## src/verilog/gpib_host_pkg.sv

```systemverilog
/*
  Shared types and constants for the instrument bus controller:
  command carrier, bus pin groups, state list and handshake timing.
  Assumes a single 250 MHz clock and bus pins that are open-drain.
*/
package gpib_host_pkg;

  // ****************************************
  // Timing
  // ****************************************
  localparam int CLK_MHZ   = 250;
  localparam int SETTLE_US = 2;    // Data settle before DAV
  localparam int HOLD_US   = 38;   // NRFD and NDAC hold after ATN release
  localparam int ACCEPT_US = 21;   // Least capture time before NDAC release
  localparam int CNT_W     = 16;

  // Least time in whole clock cycles, never under one
  function automatic int us_to_cycles(input int us);
    int c;
    c = us * CLK_MHZ;
    return (c < 1) ? 1 : c;
  endfunction : us_to_cycles

  localparam int               SETTLE_CYC  = us_to_cycles(SETTLE_US);
  localparam int               HOLD_CYC    = us_to_cycles(HOLD_US);
  localparam int               ACCEPT_CYC  = us_to_cycles(ACCEPT_US);
  localparam logic [CNT_W-1:0] CNT_ZERO    = 16'h0000;
  localparam logic [CNT_W-1:0] CNT_ONE     = 16'h0001;
  localparam logic [7:0]       BYTE_ZERO   = 8'h00;
  localparam logic [7:0]       DIO_ALL_ON  = 8'hFF;
  localparam logic [7:0]       DIO_ALL_OFF = 8'h00;

  // ****************************************
  // Types
  // ****************************************
  typedef enum logic [1:0] {
    OP_CMD,     // Byte sent with ATN low
    OP_DATA,    // Byte sent with ATN high, device listening
    OP_READ     // One byte taken from a talking device
  } op_t;

  typedef struct packed {
    op_t        op;
    logic [7:0] data;
  } cmd_t;

  typedef struct packed {
    logic       atn;
    logic       dav;
    logic       nrfd;
    logic       ndac;
    logic [7:0] dio;
  } bus_in_t;

  typedef struct packed {
    logic       atn_out;
    logic       atn_oe;
    logic       dav_out;
    logic       dav_oe;
    logic       nrfd_out;
    logic       nrfd_oe;
    logic       ndac_out;
    logic       ndac_oe;
    logic [7:0] dio_out;
    logic [7:0] dio_oe;
  } bus_out_t;

  typedef enum logic [3:0] {
    S_IDLE,
    S_T_SETTLE,
    S_T_WAIT_NRFD,
    S_T_WAIT_NDAC,
    S_L_HOLD,
    S_L_READY,
    S_L_CAPTURE,
    S_L_WAIT_DAV
  } state_t;

endpackage : gpib_host_pkg

```

## src/verilog/gpib_controller.sv

```systemverilog
/*
  Bus controller that addresses and exchanges bytes with one peripheral
  interface over the open-drain instrument bus (talker and listener ends).
  Assumes bus inputs synchronous to ref_clk and a wire level resolved
  outside from the output enables; low level means asserted.
*/
module gpib_controller
  import gpib_host_pkg::*;
#(
  parameter int HOLD_CYCLES   = gpib_host_pkg::HOLD_CYC,
  parameter int ACCEPT_CYCLES = gpib_host_pkg::ACCEPT_CYC
) (
  // Clock and reset
  input  wire logic               ref_clk,
  input  wire logic               srst,
  // Command port
  input  wire logic               cmd_valid,
  input  wire gpib_host_pkg::cmd_t cmd,
  output logic                    cmd_ready,
  output logic                    cmd_done,
  output logic                    no_listener,
  // Received bytes
  output logic                    rx_valid,
  output logic [7:0]              rx_data,
  input  wire logic               rx_ready,
  // Bus pins
  input  wire gpib_host_pkg::bus_in_t  bus_in,
  output gpib_host_pkg::bus_out_t      bus_out
);

  import gpib_host_pkg::*;

  localparam logic [CNT_W-1:0] SETTLE_LAST = CNT_W'(SETTLE_CYC - 1);
  localparam logic [CNT_W-1:0] HOLD_LAST   = CNT_W'(HOLD_CYCLES - 1);
  localparam logic [CNT_W-1:0] ACCEPT_LAST = CNT_W'(ACCEPT_CYCLES - 1);

  // ****************************************
  // State
  // ****************************************
  state_t           state_r, state_nxt;
  logic [CNT_W-1:0] cnt_r, cnt_nxt;
  bus_out_t         pins_r, pins_nxt;
  logic             sess_r, sess_nxt;
  logic             ready_r, ready_nxt;
  logic             done_r, done_nxt;
  logic             err_r, err_nxt;
  logic             push_r, push_nxt;
  logic [7:0]       byte_r, byte_nxt;
  logic             buf_ready;

  assign cmd_ready   = ready_r;
  assign cmd_done    = done_r;
  assign no_listener = err_r;
  assign bus_out     = pins_r;

  // Next state of the handshake sequencer
  always_comb begin
    state_nxt         = state_r;
    cnt_nxt           = cnt_r;
    pins_nxt          = pins_r;
    sess_nxt          = sess_r;
    done_nxt          = 1'b0;
    err_nxt           = 1'b0;
    push_nxt          = 1'b0;
    byte_nxt          = byte_r;
    pins_nxt.atn_out  = 1'b0;
    pins_nxt.dav_out  = 1'b0;
    pins_nxt.nrfd_out = 1'b0;
    pins_nxt.ndac_out = 1'b0;
    case (state_r)
      S_IDLE: begin
        if (cmd_valid && ready_r) begin
          cnt_nxt = CNT_ZERO;
          case (cmd.op)
            OP_CMD, OP_DATA: begin
              // Talker role: our listener drivers off, byte on the lines
              pins_nxt.atn_oe  = (cmd.op == OP_CMD);
              pins_nxt.nrfd_oe = 1'b0;
              pins_nxt.ndac_oe = 1'b0;
              pins_nxt.dio_out = ~cmd.data;
              pins_nxt.dio_oe  = DIO_ALL_ON;
              sess_nxt         = 1'b0;
              state_nxt        = S_T_SETTLE;
            end
            default: begin
              pins_nxt.atn_oe = 1'b0;
              if (sess_r) begin
                state_nxt = S_L_READY;
              end else begin
                pins_nxt.nrfd_oe = 1'b1;
                pins_nxt.ndac_oe = 1'b1;
                sess_nxt         = 1'b1;
                state_nxt        = S_L_HOLD;
              end
            end
          endcase
        end
      end
      S_T_SETTLE: begin
        cnt_nxt = cnt_r + CNT_ONE;
        if (bus_in.nrfd && bus_in.ndac && cnt_r == SETTLE_LAST) begin
          // Nobody listening: abandon the byte
          pins_nxt.dio_oe = DIO_ALL_OFF;
          err_nxt         = 1'b1;
          done_nxt        = 1'b1;
          state_nxt       = S_IDLE;
        end else if (cnt_r == SETTLE_LAST) begin
          state_nxt = S_T_WAIT_NRFD;
        end
      end
      S_T_WAIT_NRFD: begin
        if (bus_in.nrfd) begin
          pins_nxt.dav_oe = 1'b1;
          state_nxt       = S_T_WAIT_NDAC;
        end
      end
      S_T_WAIT_NDAC: begin
        if (bus_in.ndac) begin
          pins_nxt.dav_oe = 1'b0;
          pins_nxt.dio_oe = DIO_ALL_OFF;
          done_nxt        = 1'b1;
          state_nxt       = S_IDLE;
        end
      end
      S_L_HOLD: begin
        if (cnt_r != HOLD_LAST) begin
          cnt_nxt = cnt_r + CNT_ONE;
        end else if (buf_ready) begin
          pins_nxt.nrfd_oe = 1'b0;
          state_nxt        = S_L_READY;
        end
      end
      S_L_READY: begin
        if (pins_r.nrfd_oe) begin
          // Ready only when the buffer can take a byte
          if (buf_ready) begin
            pins_nxt.nrfd_oe = 1'b0;
          end
        end else if (!bus_in.dav) begin
          pins_nxt.nrfd_oe = 1'b1;
          byte_nxt         = ~bus_in.dio;
          push_nxt         = 1'b1;
          cnt_nxt          = CNT_ZERO;
          state_nxt        = S_L_CAPTURE;
        end
      end
      S_L_CAPTURE: begin
        cnt_nxt = cnt_r + CNT_ONE;
        if (cnt_r == ACCEPT_LAST) begin
          pins_nxt.ndac_oe = 1'b0;
          state_nxt        = S_L_WAIT_DAV;
        end
      end
      S_L_WAIT_DAV: begin
        if (bus_in.dav) begin
          pins_nxt.ndac_oe = 1'b1;
          done_nxt         = 1'b1;
          state_nxt        = S_IDLE;
        end
      end
      default: begin
        state_nxt = S_IDLE;
      end
    endcase
    ready_nxt = (state_nxt == S_IDLE);
  end

  // Register sequencer state
  always_ff @(posedge ref_clk) begin
    if (srst) begin
      state_r <= S_IDLE;
      cnt_r   <= CNT_ZERO;
      pins_r  <= '0;
      sess_r  <= 1'b0;
      ready_r <= 1'b0;
      done_r  <= 1'b0;
      err_r   <= 1'b0;
      push_r  <= 1'b0;
      byte_r  <= BYTE_ZERO;
    end else begin
      state_r <= state_nxt;
      cnt_r   <= cnt_nxt;
      pins_r  <= pins_nxt;
      sess_r  <= sess_nxt;
      ready_r <= ready_nxt;
      done_r  <= done_nxt;
      err_r   <= err_nxt;
      push_r  <= push_nxt;
      byte_r  <= byte_nxt;
    end
  end

  // ****************************************
  // Receive buffer
  // ****************************************
  rx_buffer #(
    .WIDTH (8),
    .DEPTH (2)
  ) u_rx_buffer (
    .ref_clk   (ref_clk),
    .srst      (srst),
    .in_valid  (push_r),
    .in_data   (byte_r),
    .in_ready  (buf_ready),
    .out_valid (rx_valid),
    .out_data  (rx_data),
    .out_ready (rx_ready)
  );

  // ****************************************
  // Checks
  // ****************************************
  logic [CNT_W-1:0] low_cnt_r;
  logic [CNT_W-1:0] acc_cnt_r;

  // Cycles spent in hold and in capture
  always_ff @(posedge ref_clk) begin
    if (srst || state_r == S_IDLE) begin
      low_cnt_r <= CNT_ZERO;
      acc_cnt_r <= CNT_ZERO;
    end else begin
      if (state_r == S_L_HOLD) begin
        low_cnt_r <= low_cnt_r + CNT_ONE;
      end
      if (state_r == S_L_CAPTURE) begin
        acc_cnt_r <= acc_cnt_r + CNT_ONE;
      end
    end
  end

  hold_time_a: assert property (@(posedge ref_clk) disable iff (srst)
    (state_r == S_L_HOLD && state_nxt == S_L_READY) |-> low_cnt_r >= HOLD_LAST)
    else $error("NRFD released before hold time");

  accept_time_a: assert property (@(posedge ref_clk) disable iff (srst)
    ($fell(pins_r.ndac_oe) && state_r == S_L_WAIT_DAV) |-> $past(acc_cnt_r) >= ACCEPT_LAST && pins_r.nrfd_oe)
    else $error("NDAC released too early or with NRFD free");

  dav_release_a: assert property (@(posedge ref_clk) disable iff (srst)
    (state_r == S_T_WAIT_NDAC && bus_in.ndac) |=> !pins_r.dav_oe && pins_r.dio_oe == DIO_ALL_OFF)
    else $error("DAV not released after NDAC high");

  dav_gate_a: assert property (@(posedge ref_clk) disable iff (srst)
    $rose(pins_r.dav_oe) |-> $past(bus_in.nrfd) && $past(state_r) == S_T_WAIT_NRFD)
    else $error("DAV asserted without NRFD high");

  busy_stall_a: assert property (@(posedge ref_clk) disable iff (srst)
    (state_r == S_T_WAIT_NRFD && !bus_in.nrfd) |=> !pins_r.dav_oe && state_r == S_T_WAIT_NRFD)
    else $error("Handshake moved while NRFD held low");

  settle_a: assert property (@(posedge ref_clk) disable iff (srst)
    $rose(pins_r.dio_oe[0]) |-> !pins_r.dav_oe [*8])
    else $error("DAV driven during data settle");

  capture_a: assert property (@(posedge ref_clk) disable iff (srst)
    (state_r == S_L_READY && !pins_r.nrfd_oe && !bus_in.dav) |=> push_r && pins_r.nrfd_oe
      ##1 pins_r.ndac_oe)
    else $error("Byte not captured on DAV low");

  ready_order_a: assert property (@(posedge ref_clk) disable iff (srst)
    ($fell(pins_r.nrfd_oe) && state_r == S_L_READY) |-> pins_r.ndac_oe && !pins_r.atn_oe)
    else $error("NRFD released without NDAC held");

endmodule : gpib_controller

```

## src/verilog/rx_buffer.sv

```systemverilog
/*
  Small shift FIFO for received bytes; head entry sits in flip-flops.
  Assumes the writer checks in_ready before every push.
*/
module rx_buffer #(
  parameter int WIDTH = 8,
  parameter int DEPTH = 2
) (
  // Clock and reset
  input  wire logic             ref_clk,
  input  wire logic             srst,
  // Fill side
  input  wire logic             in_valid,
  input  wire logic [WIDTH-1:0] in_data,
  output logic                  in_ready,
  // Drain side
  output logic                  out_valid,
  output logic [WIDTH-1:0]      out_data,
  input  wire logic             out_ready
);

  logic [WIDTH-1:0] mem_r [DEPTH];
  logic [WIDTH-1:0] mem_nxt [DEPTH];
  logic [DEPTH-1:0] vld_r;
  logic [DEPTH-1:0] vld_nxt;

  // Full when the last slot holds a word
  assign in_ready  = !vld_r[DEPTH-1];
  assign out_valid = vld_r[0];
  assign out_data  = mem_r[0];

  // Shift down on pop, write into first free slot on push
  always_comb begin
    logic pop;
    logic placed;
    pop    = vld_r[0] && out_ready;
    placed = 1'b0;
    for (int i = 0; i < DEPTH; i++) begin
      if (pop && i < DEPTH - 1) begin
        mem_nxt[i] = mem_r[i+1];
        vld_nxt[i] = vld_r[i+1];
      end else if (pop) begin
        mem_nxt[i] = mem_r[i];
        vld_nxt[i] = 1'b0;
      end else begin
        mem_nxt[i] = mem_r[i];
        vld_nxt[i] = vld_r[i];
      end
    end
    for (int i = 0; i < DEPTH; i++) begin
      if (in_valid && in_ready && !placed && !vld_nxt[i]) begin
        mem_nxt[i] = in_data;
        vld_nxt[i] = 1'b1;
        placed     = 1'b1;
      end
    end
  end

  // Register storage
  always_ff @(posedge ref_clk) begin
    if (srst) begin
      vld_r <= '0;
      for (int i = 0; i < DEPTH; i++) begin
        mem_r[i] <= '0;
      end
    end else begin
      vld_r <= vld_nxt;
      for (int i = 0; i < DEPTH; i++) begin
        mem_r[i] <= mem_nxt[i];
      end
    end
  end

endmodule : rx_buffer

```

## config.mk

```make
export PLATFORM = sky130hd
export DESIGN_NAME = gpib_controller
export DESIGN_NICKNAME = d
export VERILOG_FILES = /design/src/verilog/gpib_host_pkg.sv /design/src/verilog/gpib_controller.sv /design/src/verilog/rx_buffer.sv
export SDC_FILE = /design/constraint.sdc
export NUM_CORES = 1
export LEC_CHECK = 0
export ABC_AREA = 1
export BUFFER_PORTS_ARGS = -buffer_cell sky130_fd_sc_hd__buf_2
export CORE_MARGIN = 1
export CORE_UTILIZATION = 47
export CTS_CLUSTER_SIZE = 28
export DETAILED_ROUTE_END_ITERATION = 10
export GPL_ROUTABILITY_DRIVEN = 0
export PLACE_DENSITY = 0.68
export SLEW_MARGIN = 20
export SYNTH_ARGS = -nofsm -noshare
export SYNTH_HDL_FRONTEND = slang
export SYNTH_SLANG_ARGS = --single-unit
```

## constraint.sdc

```tcl
create_clock -name ref_clk -period 2.5 [get_ports ref_clk]
set_clock_uncertainty 0.15 [all_clocks]
set_input_delay 0.5 -clock ref_clk [delete_from_list [all_inputs] [get_ports ref_clk]]
set_output_delay 0.5 -clock ref_clk [all_outputs]
set_load 0.01 [all_outputs]
```

==> out/metrics.yaml <==
synth_enable_flop_cells: 0
post_cts_hold_buffer_count: 0
grt_antenna_before_repair: 0
number_of_h_tree_branching_levels: 3
hpwl_mm: 5.86
routed_wire_length_per_instance_um: 12.2
clockBufferDepth: 2
vias_per_std_cell: 5.10
detail_route.first_pass.iterations: 4
finalNetCount: 586
first_pass_grt_wire_length_mm: 13.7
crit_type: "flop to flop"
critPathMaxStageDelay_ns: 0.47
power.total_mw: 2.06
route.detailed.drc: 0
leakagePower_nw: 1.70
track_usage_pct: 22.7
setup.worst_path.start: "cnt_r[0]"
worst_path_most_repeated_cell: "nand2_1"
intPower_mw: 1.49
clk_root_buffer_cell: "clkbuf_8"
synth-seq-area-share_pct: 36.4
setup_violations: 0
timing.reg2reg.worst_path_depth: 9
syn_area_mm2: 0.00352
synth_warnings: 0
fin_crit_sh_pct: 82.0
netSwitchingFraction_pct: 27.9
power.share.combinational_pct: 8.8
cts_inserted_buffers: 9
cts.reportedPaths.clkPinSlew_ns: 0.08
finalWorstPathRequiredPeriod_ns: 2.05
die_height_um: 88.5
vias: 3373
crit_path_cell_trace: "ha_1 > inv_1 > nor2_1 > nand2_1 > nor2_4 > nand3_4 > nand2_4 > nand2_1 > a21oi_1"
core_region_area_mm2: 0.00725
pin_count_of_the_biggest_net_entering_global_routing: 33
avgSynthCellArea_um2: 6.80
yosys.cell_types.count: 34
synth_flop_cell: "dfxtp_1"
synthesis.instances: 517
clock_tree_from_tritoncts: "done"
worst_hold_path_type: "input pin to flop"
clkSinkCount: 64
worst_r2r_endpoint: "cnt_r[15]"
setup.reg_to_reg.worst_slack_ns: 0.45
grt_pass1_vias: 3071
global_route.overflow_total: 0
rsz0062_at_grt: "false"
reg2reg_from: "cnt_r[0]"
detailedRoute.firstIterationViolations: 237
status: "finished, final reports clean"
die_area_mm2: 0.00783
ant_nets: 0
worst_ep_arrival_time_ns: 2.19
fp.dieW_um: 88.5
num_io_pins: 62
timing.critical_path.from_type: "flop"
critical_path_peak_fanout: 14
power_share_of_the_sequential_group_pct: 50.9
net_switching_uw: 576
cp.required_ns: 2.64
postSynthRegisterBits: 64
clkLatencyLatePin_ns: 0.35
achievable-frequency_mhz: 488
max_slew_margin_pct: 61.6
drive_gt1_share_pct: 21.7
timing.critical_path.to_type: "flop"
slowest_stage: "dfxtp_1"
timing.final.hold_violations: 0
power_per_cell_area_mw_per_mm2: 527
floorplan.initialDensity_pct: 48.5
cts_resized: 0
number_of_diodes: 0
capturing_instance_or_port_of_the_critical_path: "cnt_r[15]"
buffer_ports.inserted: 56
totalNegativeSetupSlack_ns: 0
maxSlewViolCount: 0
routed_wirelength_mm: 8.08
irDropWorstVdd_mv: 0.316
ys_async_sr_fraction_pct: 0
placement_rows: 31
clkPwrFrac_pct: 40.3
post-cts-setup-buffers: 0
tightestPinTransition_ns: 0.574
syn2layout_area_growth_pct: 11.5
timing.max_cap.violations: 0
synth_stat cells (7+ instances only):
| cell type | instances | share of area [%] |
|---|---|---|
| nor2_1 | 62 | 6.6 |
| a21oi_2 | 8 | 2.0 |
| a21oi_1 | 41 | 5.8 |
| nand2_2 | 12 | 2.1 |
| buf_4 | 21 | 4.5 |
| o21ai_0 | 44 | 6.3 |
| nand3_1 | 38 | 5.4 |
| inv_1 | 46 | 4.9 |
| clkbuf_1 | 10 | 1.1 |
| dfxtp_1 | 64 | 36 |
| nand2_1 | 108 | 12 |
| nand4_1 | 11 | 2.0 |
| nor3_1 | 11 | 1.6 |
| inv_2 | 7 | 0.75 |
worst max-delay path, delay by kind of cell (launching register included):
kind	cells	cell delay, ns
AOI/OAI and AO/OA	1	0.14
adders and majority gates	1	0.31
buffers and inverters	1	0.06
DFF	1	0.47
and+or+nand+nor	6	0.86
sequential cells by signal, summed over array words and instances, names as in the netlist:
register / flops
state_r: 4
byte_r: 8
bus_out: 13
u_rx_buffer.vld_r: 2
cnt_r: 16
push_r: 1
sess_r: 1
no_listener: 1
u_rx_buffer.mem_r: 16
cmd_ready: 1
cmd_done: 1
power groups by stage:
stage | sequential (mW) | clock (mW) | combinational (mW)
4_1_cts | 1.05 | 0.851 | 0.182
3_5_place_dp | 1.07 | 0 | 0.182
5_1_grt | 1.05 | 0.890 | 0.207
3_3_place_gp | 1.07 | 0 | 0.179
6_report | 1.05 | 0.832 | 0.182
2_1_floorplan | 1.08 | 0 | 0.137
routing by layer:
metal | track usage, % | vias to the layer above | wire (um)
met3 | 5.50 | 15 | 448
met4 | 11.6 | 0 | 197
li1 | - | 1732 | -
met2 | 34.8 | 102 | 3630
met5 | 0 | - | 0
met1 | 29.7 | 1524 | 3810
cells by family (layout without fill, tap and decap cells):
group	Yosys count	count (layout)	synth area share [%]
other	1	5	0.107
XOR/XNOR	1	1	0.249
adder cells (fa/ha/maj)	2	2	0.711
buffers and inverters	86	128	11.9
AO/OA/AOI/OAI	99	99	15.4
flip-flops	64	64	36.4
AND/OR/NAND/NOR	264	264	35.1
final cells by class:
type / count / area (um^2)
Tap cell: 99 / 124
Fill cell: 720 / 3330
Multi-Input combinational cell: 371 / 1830
Sequential cell: 64 / 1280
Inverter: 53 / 199
Clock buffer: 10 / 138
Clock inverter: 6 / 45.0
Timing Repair Buffer: 59 / 303
per-stage QoR:
step | setup WS [ns] | instances | hold WS [ns] | area (um^2) | util (%)
detailed placement | 0.412 | 646 | 0.288 | 3740 | 51.5
floorplan | 0.751 | 521 | 0.275 | 3530 | -
global route | 0.250 | 662 | 0.153 | 3920 | 54.1
CTS | 0.486 | 662 | 0.150 | 3920 | 54.1
global placement | 0.483 | 646 | 0.285 | 3740 | 51.5
finish | 0.449 | 662 | 0.163 | 3920 | 54.1
placed cells by master (no fill, tap or decap), types with 2 or more instances in the layout:
cell | Yosys | routed
nand2_1 | 108 | 108
dfxtp_1 | 64 | 64
nor2_1 | 62 | 62
buf_2 | 1 | 56
inv_1 | 46 | 46
o21ai_0 | 44 | 44
a21oi_1 | 41 | 41
nand3_1 | 38 | 38
nand2_2 | 12 | 12
nor3_1 | 11 | 11
nand4_1 | 11 | 11
clkbuf_8 | 0 | 10
a21oi_2 | 8 | 8
inv_2 | 7 | 7
nor2_4 | 5 | 5
conb_1 | 1 | 5
nor2_2 | 4 | 4
o21ai_1 | 3 | 3
nand2_4 | 3 | 3
or2_2 | 3 | 3
clkinvlp_4 | 0 | 3
buf_4 | 21 | 3
ha_1 | 2 | 2
clkinv_4 | 0 | 2
how the worst min path moves through the flow:
stage | startpoint | end | slack [ns] | cells past startpoint
finish | bus_in[5] | byte_r[5] | 0.16 | 2
global route | bus_in[5] | byte_r[5] | 0.15 | 2
CTS | bus_in[5] | byte_r[5] | 0.15 | 2
detailed placement | u_rx_buffer.mem_r[0][12] | u_rx_buffer.mem_r[0][12] | 0.29 | 2
global placement | u_rx_buffer.mem_r[0][8] | u_rx_buffer.mem_r[0][8] | 0.29 | 2
floorplan | u_rx_buffer.mem_r[0][15] | u_rx_buffer.mem_r[0][15] | 0.27 | 2
No activity file was read; power rests on OpenSTA's default activity.
